`config.mk`:
```
export PLATFORM = sky130hd
export DESIGN_NAME = seebfe_top
export DESIGN_NICKNAME = d
export VERILOG_FILES = /design/src/seebfe_sync2.v /design/src/seebfe_top.v
export VERILOG_INCLUDE_DIRS = /design/src /design/src/common
export SDC_FILE = /design/constraint.sdc
export NUM_CORES = 1
export LEC_CHECK = 0
export ABC_AREA = 1
export BUFFER_PORTS_ARGS = -buffer_cell sky130_fd_sc_hd__buf_2
export CAP_MARGIN = 20
export CORE_ASPECT_RATIO = 0.5
export CORE_MARGIN = 2
export CORE_UTILIZATION = 35
export DETAILED_ROUTE_END_ITERATION = 8
export GPL_ROUTABILITY_DRIVEN = 0
export SLEW_MARGIN = 10
export SYNTH_ARGS = -nofsm -noshare
export SYNTH_HDL_FRONTEND = slang
export SYNTH_HIERARCHICAL = 1
export SYNTH_SLANG_ARGS = --single-unit
```
`constraint.sdc`:
```
create_clock -name i_clk -period 4.8 [get_ports i_clk]
set_input_delay 0.96 -clock i_clk [delete_from_list [all_inputs] [get_ports i_clk]]
set_output_delay 0.96 -clock i_clk [all_outputs]
set_load 0.03 [all_outputs]
```
`src/common/seebfe_map.vh`:
```
// Constants for the two-wire memory bus front end
`ifndef SEEBFE_MAP_VH
`define SEEBFE_MAP_VH
`define SEEBFE_REG_CTRL       32'h0000_0000
`define SEEBFE_REG_STATUS     32'h0000_0004
`define SEEBFE_REG_LASTADDR   32'h0000_0008
`define SEEBFE_REG_WRDONE     32'h0000_000c
`define SEEBFE_CTRL_ENABLE    0
`define SEEBFE_CTRL_RESET_VAL 32'h0000_0001
`define SEEBFE_STAT_BUSY      0
`define SEEBFE_STAT_STANDBY   1
`define SEEBFE_STAT_SELECTED  2
`define SEEBFE_STAT_READ      3
`define SEEBFE_STAT_WP        4
`define SEEBFE_WORD_BITS      8
`define SEEBFE_PROG_TIME_MS   5
`define SEEBFE_CLK_MHZ        100
`define SEEBFE_PROG_CYCLES    (`SEEBFE_PROG_TIME_MS * 1000 * `SEEBFE_CLK_MHZ)
`define SEEBFE_RESP_OKAY      2'b00
`define SEEBFE_RESP_SLVERR    2'b10
`endif

```
`src/seebfe_sync2.v`:
```
// Two-stage synchroniser for pin inputs
`timescale 1ns/1ns
module seebfe_sync2 #(
  parameter W = 1
) (
  input  wire         i_clk,
  input  wire         i_nrst,
  input  wire [W-1:0] i_d,
  output wire [W-1:0] o_q
);
  reg [W-1:0] meta_q;
  reg [W-1:0] sync_q;

  // First stage only feeds second stage; reset to released bus level
  always @(posedge i_clk)
  begin
    if (!i_nrst)
    begin
      meta_q <= {W{1'b1}};
      sync_q <= {W{1'b1}};
    end
    else
    begin
      meta_q <= i_d;
      sync_q <= meta_q;
    end
  end

  assign o_q = sync_q;
endmodule // seebfe_sync2

```
`src/seebfe_top.v`:
```
// Two-wire serial memory bus front end with AXI4-Lite status port
// Behaviour
// - Data line changes only while clock low; changes with clock high are start/stop.
// - Falling data with clock high is start; device begins a new address word.
// - Rising data with clock high is stop; after a read, enter standby.
// - Words are eight bits; the receiver pulls data low on the ninth clock.
// - Standby at power-up and after stop once internal work has finished.
// - Address word bits 7..4 must equal the device-type identifier.
// - Address word bits 3..1 must match the three select straps.
// - Address bit 0 high selects read, low selects write.
// - Matching address is acknowledged; mismatch gets no acknowledge and standby.
// - Write-protect high inhibits all array writes; low allows normal access.
// - Self-timed write cycle from stop lasts no longer than 5 ms.
// - During the internal write cycle all bus inputs are ignored.
// - Address polls are acknowledged only after the write cycle completes.
//
// Chosen here: the AXI4-Lite interface to the registers and the placing of the registers.
`timescale 1ns/1ns
`include "seebfe_map.vh"
module seebfe_top #(
  parameter [3:0]  DEV_TYPE    = 4'h5,   // Arbitrary device-type code
  parameter [31:0] PROG_CYCLES = `SEEBFE_PROG_CYCLES
) (
  input  wire        i_clk,
  input  wire        i_nrst,
  input  wire        i_scl,
  input  wire        i_sda,
  output wire        o_sda,
  output wire        o_sda_oe,
  input  wire        i_chip_select_strap_2,
  input  wire        i_chip_select_strap_1,
  input  wire        i_chip_select_strap_0,
  input  wire        i_wp,
  output wire        o_wr_byte_valid,
  output wire [7:0]  o_wr_byte,
  input  wire [31:0] i_s_axi_awaddr,
  input  wire        i_s_axi_awvalid,
  output wire        o_s_axi_awready,
  input  wire [31:0] i_s_axi_wdata,
  input  wire [3:0]  i_s_axi_wstrb,
  input  wire        i_s_axi_wvalid,
  output wire        o_s_axi_wready,
  output wire [1:0]  o_s_axi_bresp,
  output wire        o_s_axi_bvalid,
  input  wire        i_s_axi_bready,
  input  wire [31:0] i_s_axi_araddr,
  input  wire        i_s_axi_arvalid,
  output wire        o_s_axi_arready,
  output wire [31:0] o_s_axi_rdata,
  output wire [1:0]  o_s_axi_rresp,
  output wire        o_s_axi_rvalid,
  input  wire        i_s_axi_rready
);
  localparam [2:0] ST_IDLE = 3'd0;   // Standby
  localparam [2:0] ST_ADDR = 3'd1;   // Shifting address word
  localparam [2:0] ST_AACK = 3'd2;   // Address acknowledge slot
  localparam [2:0] ST_WDAT = 3'd3;   // Receiving write bytes
  localparam [2:0] ST_DACK = 3'd4;   // Data acknowledge slot
  localparam [2:0] ST_READ = 3'd5;   // Read flow handled elsewhere; wait for stop
  localparam [2:0] ST_PROG = 3'd6;   // Internal write cycle

  wire [5:0] pins_s;
  wire       scl_s;
  wire       sda_s;
  wire       wp_s;
  wire [2:0] strap_s;

  // Every pin passes two flops before use
  seebfe_sync2 #(
    .W (6)
  ) u_sync (
    .i_clk  (i_clk),
    .i_nrst (i_nrst),
    .i_d    ({i_scl, i_sda, i_wp, i_chip_select_strap_2, i_chip_select_strap_1, i_chip_select_strap_0}),
    .o_q    (pins_s)
  );

  assign scl_s   = pins_s[5];
  assign sda_s   = pins_s[4];
  assign wp_s    = pins_s[3];
  assign strap_s = pins_s[2:0];

  reg        scl_q;
  reg        sda_q;
  reg [2:0]  state_q;
  reg [3:0]  bit_cnt_q;
  reg [7:0]  shift_q;
  reg        ack_q;
  reg        rd_q;
  reg        wr_seen_q;
  reg [31:0] prog_cnt_q;
  reg        wr_valid_q;
  reg [7:0]  wr_byte_q;
  reg        enable_q;
  reg [7:0]  last_addr_q;
  reg [15:0] wr_done_q;

  wire scl_rise = scl_s & ~scl_q;
  wire scl_fall = ~scl_s & scl_q;
  wire start_ev = scl_s & scl_q & sda_q & ~sda_s;
  wire stop_ev  = scl_s & scl_q & ~sda_q & sda_s;
  wire addr_hit = (shift_q[7:4] == DEV_TYPE) && (shift_q[3:1] == strap_s);
  wire prog_end = (prog_cnt_q == PROG_CYCLES - 32'd1);

  // Bus protocol engine; start and stop override any bit in flight
  always @(posedge i_clk)
  begin
    if (!i_nrst)
    begin
      scl_q       <= 1'b1;  // Released level, so no false edge after reset
      sda_q       <= 1'b1;
      state_q     <= ST_IDLE;
      bit_cnt_q   <= 4'h0;
      shift_q     <= 8'h00;
      ack_q       <= 1'b0;
      rd_q        <= 1'b0;
      wr_seen_q   <= 1'b0;
      prog_cnt_q  <= 32'h0000_0000;
      wr_valid_q  <= 1'b0;
      wr_byte_q   <= 8'h00;
      last_addr_q <= 8'h00;
      wr_done_q   <= 16'h0000;
    end
    else
    begin
      // Edge history keeps running even while programming
      scl_q      <= scl_s;
      sda_q      <= sda_s;
      wr_valid_q <= 1'b0;
      if (state_q == ST_PROG)
      begin
        // Bus is ignored while programming, so polls get no acknowledge
        ack_q <= 1'b0;
        if (prog_end)
        begin
          state_q    <= ST_IDLE;
          prog_cnt_q <= 32'h0000_0000;
          wr_done_q  <= wr_done_q + 16'h0001;
        end
        else
          prog_cnt_q <= prog_cnt_q + 32'h0000_0001;
      end
      else if (!enable_q)
      begin
        state_q <= ST_IDLE;
        ack_q   <= 1'b0;
      end
      else if (start_ev)
      begin
        state_q   <= ST_ADDR;
        bit_cnt_q <= 4'h0;
        ack_q     <= 1'b0;
      end
      else if (stop_ev)
      begin
        ack_q <= 1'b0;
        // Only a write that really delivered data and was not protected starts programming
        if (wr_seen_q && !rd_q)
          state_q <= ST_PROG;
        else
          state_q <= ST_IDLE;
        wr_seen_q <= 1'b0;
      end
      else
      begin
        case (state_q)
          ST_ADDR, ST_WDAT:
          begin
            if (scl_rise)
            begin
              shift_q   <= {shift_q[6:0], sda_s};
              bit_cnt_q <= bit_cnt_q + 4'h1;
            end
            else if (scl_fall && bit_cnt_q == `SEEBFE_WORD_BITS)
            begin
              bit_cnt_q <= 4'h0;
              if (state_q == ST_ADDR)
              begin
                last_addr_q <= shift_q;
                if (addr_hit)
                begin
                  ack_q   <= 1'b1;
                  rd_q    <= shift_q[0];
                  state_q <= ST_AACK;
                end
                else
                  state_q <= ST_IDLE;
              end
              else
              begin
                ack_q      <= 1'b1;
                wr_byte_q  <= shift_q;
                wr_valid_q <= ~wp_s;
                if (!wp_s)
                  wr_seen_q <= 1'b1;
                state_q    <= ST_DACK;
              end
            end
          end
          ST_AACK, ST_DACK:
          begin
            // Release after the ninth clock falls
            if (scl_fall)
            begin
              ack_q   <= 1'b0;
              state_q <= (state_q == ST_AACK && rd_q) ? ST_READ : ST_WDAT;
            end
          end
          ST_READ:
            state_q <= ST_READ;
          default:
            state_q <= ST_IDLE;
        endcase
      end
    end
  end

  // Open-drain data line: low or released only
  assign o_sda    = 1'b0;
  assign o_sda_oe = ack_q;

  assign o_wr_byte_valid = wr_valid_q;
  assign o_wr_byte       = wr_byte_q;

  // AXI4-Lite slave: write address and data taken in either order
  reg        aw_got_q;
  reg        w_got_q;
  reg [31:0] aw_addr_q;
  reg [31:0] w_data_q;
  reg [3:0]  w_strb_q;
  reg        bvalid_q;
  reg [1:0]  bresp_q;
  reg        rvalid_q;
  reg [31:0] rdata_q;
  reg [1:0]  rresp_q;

  assign o_s_axi_awready = ~aw_got_q & ~bvalid_q;
  assign o_s_axi_wready  = ~w_got_q & ~bvalid_q;
  assign o_s_axi_bvalid  = bvalid_q;
  assign o_s_axi_bresp   = bresp_q;
  assign o_s_axi_arready = ~rvalid_q;
  assign o_s_axi_rvalid  = rvalid_q;
  assign o_s_axi_rdata   = rdata_q;
  assign o_s_axi_rresp   = rresp_q;

  wire        aw_now   = aw_got_q | (i_s_axi_awvalid & o_s_axi_awready);
  wire        w_now    = w_got_q | (i_s_axi_wvalid & o_s_axi_wready);
  wire [31:0] aw_eff   = aw_got_q ? aw_addr_q : i_s_axi_awaddr;
  wire [31:0] wd_eff   = w_got_q ? w_data_q : i_s_axi_wdata;
  wire [3:0]  ws_eff   = w_got_q ? w_strb_q : i_s_axi_wstrb;

  // Write channel; only the control word is writable
  always @(posedge i_clk)
  begin
    if (!i_nrst)
    begin
      aw_got_q  <= 1'b0;
      w_got_q   <= 1'b0;
      aw_addr_q <= 32'h0000_0000;
      w_data_q  <= 32'h0000_0000;
      w_strb_q  <= 4'h0;
      bvalid_q  <= 1'b0;
      bresp_q   <= `SEEBFE_RESP_OKAY;
      enable_q  <= |(`SEEBFE_CTRL_RESET_VAL & (32'h0000_0001 << `SEEBFE_CTRL_ENABLE));
    end
    else
    begin
      if (bvalid_q && i_s_axi_bready)
        bvalid_q <= 1'b0;
      if (aw_now && w_now && !bvalid_q)
      begin
        aw_got_q <= 1'b0;
        w_got_q  <= 1'b0;
        bvalid_q <= 1'b1;
        if (aw_eff[7:0] == `SEEBFE_REG_CTRL)
        begin
          bresp_q <= `SEEBFE_RESP_OKAY;
          if (ws_eff[0])
            enable_q <= wd_eff[`SEEBFE_CTRL_ENABLE];
        end
        else if (aw_eff[7:0] == `SEEBFE_REG_STATUS || aw_eff[7:0] == `SEEBFE_REG_LASTADDR ||
                 aw_eff[7:0] == `SEEBFE_REG_WRDONE)
          bresp_q <= `SEEBFE_RESP_OKAY;  // Read-only; write dropped
        else
          bresp_q <= `SEEBFE_RESP_SLVERR;
      end
      else
      begin
        if (i_s_axi_awvalid && o_s_axi_awready)
        begin
          aw_got_q  <= 1'b1;
          aw_addr_q <= i_s_axi_awaddr;
        end
        if (i_s_axi_wvalid && o_s_axi_wready)
        begin
          w_got_q  <= 1'b1;
          w_data_q <= i_s_axi_wdata;
          w_strb_q <= i_s_axi_wstrb;
        end
      end
    end
  end

  // Read channel; answer one cycle after the address is taken
  always @(posedge i_clk)
  begin
    if (!i_nrst)
    begin
      rvalid_q <= 1'b0;
      rdata_q  <= 32'h0000_0000;
      rresp_q  <= `SEEBFE_RESP_OKAY;
    end
    else if (rvalid_q)
    begin
      if (i_s_axi_rready)
        rvalid_q <= 1'b0;
    end
    else if (i_s_axi_arvalid)
    begin
      rvalid_q <= 1'b1;
      rresp_q  <= `SEEBFE_RESP_OKAY;
      case (i_s_axi_araddr[7:0])
        `SEEBFE_REG_CTRL:     rdata_q <= {31'h0000_0000, enable_q};
        `SEEBFE_REG_STATUS:   rdata_q <= {27'h000_0000, wp_s, rd_q, (state_q != ST_IDLE),
                                          (state_q == ST_IDLE), (state_q == ST_PROG)};
        `SEEBFE_REG_LASTADDR: rdata_q <= {24'h00_0000, last_addr_q};
        `SEEBFE_REG_WRDONE:   rdata_q <= {16'h0000, wr_done_q};
        default:
        begin
          rdata_q <= 32'h0000_0000;
          rresp_q <= `SEEBFE_RESP_SLVERR;
        end
      endcase
    end
  end
endmodule // seebfe_top

```
==> reports/metrics.csv <==
metric;value;unit
R2R depth;6;
Diodes inserted;0;
Synth top area share;0.397;
core region area;18400;um^2
die area;19900;um^2
largest family of logic cells by synthesized area;simple AND/OR/NAND/NOR gates;
crit-path leading delay family;simple AND/OR/NAND/NOR gates;
ys async rst share;0;
# fillers;1945;
post-CTS setup buffer count;0;
first-pass GRT wire length;26.3;mm
r2r setup slk;2.01;ns
Finished Layout Cells;1297;
maximum buffer depth of the clock tree;2;
Hold Path End;u_sync/o_q[5]$_SDFF_PN1_;
IO Pins;165;
placed cell count;1265;
PostCTS Resize Cnt;0;
Root Buffer;clkbuf_16;
multiplexer share of the synthesized area;0;
critical path endpoint category;flip-flop;
Multi-input gate area;3270;um^2
clock-pin slew on the worst setup and hold paths;0.07;ns
Starting DRT DRC Count;365;
total area of sequential cells;2600;um^2
layout overhead on the synthesized area;15.1;%
total track usage;0.163;
number of flops mapped to enable cells by yosys;0;
final period utilization;0.582;
Yosys cell types;41;
status;finished clean;
critical-path cell list;nand3_4 -> inv_2 -> nand3_1 -> inv_2 -> o21ai_0 -> a21oi_1;
Critical Path AT;3.14;ns
Synth Area in XOR/XNOR;0.0174;
DR vias/cell;4.75;
Antenna Nets Post-Route;0;
slowest library cell on the worst path;nand3_1;
Final Max Tran Viols;0;
Synth warnings;6;
post-synthesis register bit count;130;
Vias;6161;
reg2reg end;wr_done_q[11]$_SDFFE_PN0P_;
share of layout cells above drive strength 1;0.126;
iteration count of the initial detailed-routing pass;5;
final WL;15.6;mm
worst-path fanout max;20;
Row Count;35;
CTS buffer count;17;
pwr dens;371;nW/um^2
Worst Hold Class;flip-flop to flip-flop;
CTS Hold Bufs;0;
WL/cell;12.1;um
Hold Path Cell Cnt;2;
cell area after synthesis;6560;um^2
DIE HEIGHT;101;um
Initial Util;0.356;
port bufs;63;
max_cap viols;0;
WP data required;5.15;ns
Worst path max stage delay;0.72;ns
compound-gate portion of the synthesized area;0.115;
global route overflow;0;
VDD IR-drop max;0.000228;V
H-tree levels;4;
vias in the first global route;5729;
worst slew pin tran;0.900;ns
setup tns final;0;ns
CTS tree;yes;
simple-gate area share of the yosys netlist;0.348;
post-route minimum period;2.79;ns
unrepaired setup endpoints after global routing;false;
f_max;358;MHz
NumNets Final;1161;
Syn Inst Count;987;
most frequent cell after synthesis;nand2_1;
# setup viols final;0;
hpwl dp;11.0;mm
DIE WIDTH;198;um
Post-Synth Adder-Cell Area;0.00764;
Final Hold Vio Count;0;
CTS sink cnt;130;
CP startpoint kind;flip-flop;
Critical R2R Launch;state_q[1]$_SDFFE_PN0P_;
largest net degree at the start of global routing;55;
leading cell types by count after synthesis;nand2_1 (245), dfxtp_1 (130), nor2_1 (127);
Yosys top cell by area;dfxtp_1;
Synth area leaders;dfxtp_1 (40%), nand2_1 (14%), nor2_1 (7.3%), inv_1 (6.6%), nand3_1 (6.4%);
Worst path most repeated cell;inv_2;
Clock Skew;0.0127;ns
P_leak;3.16;nW
Setup CP Type;flip-flop to flip-flop;
Slew HR;0.398;
Skew-Pair Late Insertion Delay;0.43;ns
DRC;0;
syn avg cell area;6.64;um^2
initial antenna violation count;0;
WP buf/inv;2;
Most used DFF post-synth;dfxtp_1;
sequential share of the synthesized area;0.397;
Hold Startpoint;u_sync/meta_q[5]$_SDFF_PN1_;
==> per-layer routing <==
| metal | global-route usage | wire length [um] |
|---|---|---|
| met5 | 0 | 0 |
| met3 | 0.0321 | 449 |
| met2 | 0.272 | 7070 |
| met1 | 0.208 | 7810 |
| met4 | 0.0706 | 299 |
==> kinds of logic (layout without fill, tap and decap cells) <==
kind of cell / after synthesis / count (layout)
other: 1 / 19
buffers and inverters: 171 / 223
DFF: 130 / 130
and+or+nand+nor: 521 / 521
AOI/OAI and AO/OA: 147 / 147
xor gates and xnor gates: 13 / 13
adders and majority gates: 4 / 4
==> final cells by class <==
| cell class | count | area share |
|---|---|---|
| Clock buffer | 17 | 0.0564 |
| Clock inverter | 15 | 0.0184 |
| Inverter | 126 | 0.0627 |
| Multi-Input combinational cell | 704 | 0.434 |
| Sequential cell | 130 | 0.345 |
| Tap cell | 240 | 0.0398 |
| Timing Repair Buffer | 65 | 0.0438 |
==> metrics by stage <==
step           instance area (um^2)  hold WS, ns  utilization  setup WS [ns]  power [W]
2_1_floorplan                  6620        0.380            -           2.90    0.00149
3_3_place_gp                   6980        0.385        0.379           2.06    0.00156
3_5_place_dp                   6980        0.388        0.379           1.92    0.00157
4_1_cts                        7540        0.404        0.410           1.93    0.00283
5_1_grt                        7540        0.428        0.410           1.71    0.00294
6_report                       7540        0.401        0.410           2.01    0.00280
==> power by group <==
group          leakage (nW)  switching (W)  total, W  internal (W)
registers              1.06      0.0000452   0.00117       0.00113
logic                  1.82       0.000262  0.000371      0.000109
clock network         0.277       0.000570   0.00126      0.000686
total                  3.16       0.000877   0.00280       0.00192
==> state kept, by name, summed over array words and instances (netlist names), 3 cells and up <==
signal         flops
aw_addr_q          8
o_s_axi_rdata     16
shift_q            8
u_sync/o_q         6
prog_cnt_q        32
wr_done_q         16
u_sync/meta_q      6
bit_cnt_q          4
o_wr_byte          8
state_q            3
last_addr_q        8
==> worst max-delay path by stage <==
stage | cells past startpoint | slack, ns | endpoint | from
after detailed placement | 6 | 1.92 | wr_done_q[11]$_SDFFE_PN0P_ | state_q[1]$_SDFFE_PN0P_
after global placement | 6 | 2.06 | wr_done_q[12]$_SDFFE_PN0P_ | state_q[1]$_SDFFE_PN0P_
after CTS | 6 | 1.93 | wr_done_q[11]$_SDFFE_PN0P_ | state_q[1]$_SDFFE_PN0P_
after global routing | 6 | 1.71 | wr_done_q[10]$_SDFFE_PN0P_ | state_q[1]$_SDFFE_PN0P_
final | 6 | 2.01 | wr_done_q[11]$_SDFFE_PN0P_ | state_q[1]$_SDFFE_PN0P_
after floorplan | 8 | 2.90 | o_s_axi_rdata[4]$_SDFFE_PN0P_ | i_s_axi_araddr[5]
==> cells in the final DEF (no fill, tap or decap), types with 2 or more instances in the layout <==
master	n
ha_1	4
nor3b_1	2
nand2_2	4
o21ai_1	6
o21ai_0	57
inv_6	9
xor2_1	11
nor4_2	2
xnor2_1	2
dfxtp_1	130
inv_1	116
nor2_2	5
clkbuf_16	17
a21oi_1	77
buf_4	2
buf_2	63
a21oi_2	3
nor3_4	2
nand2_1	245
nor2_1	127
nand3_2	2
conb_1	19
nor3_1	23
nor3_2	4
nand4_1	13
inv_2	9
nand3_1	84
inv_8	2
==> worst min-delay path: cells and delay by family, from the launching register on <==
family	cells	cell delay (ns)
flops	1	0.31
simple gates	1	0.04
buf+inv	1	0.03
Power figures use the tool's default switching activity.
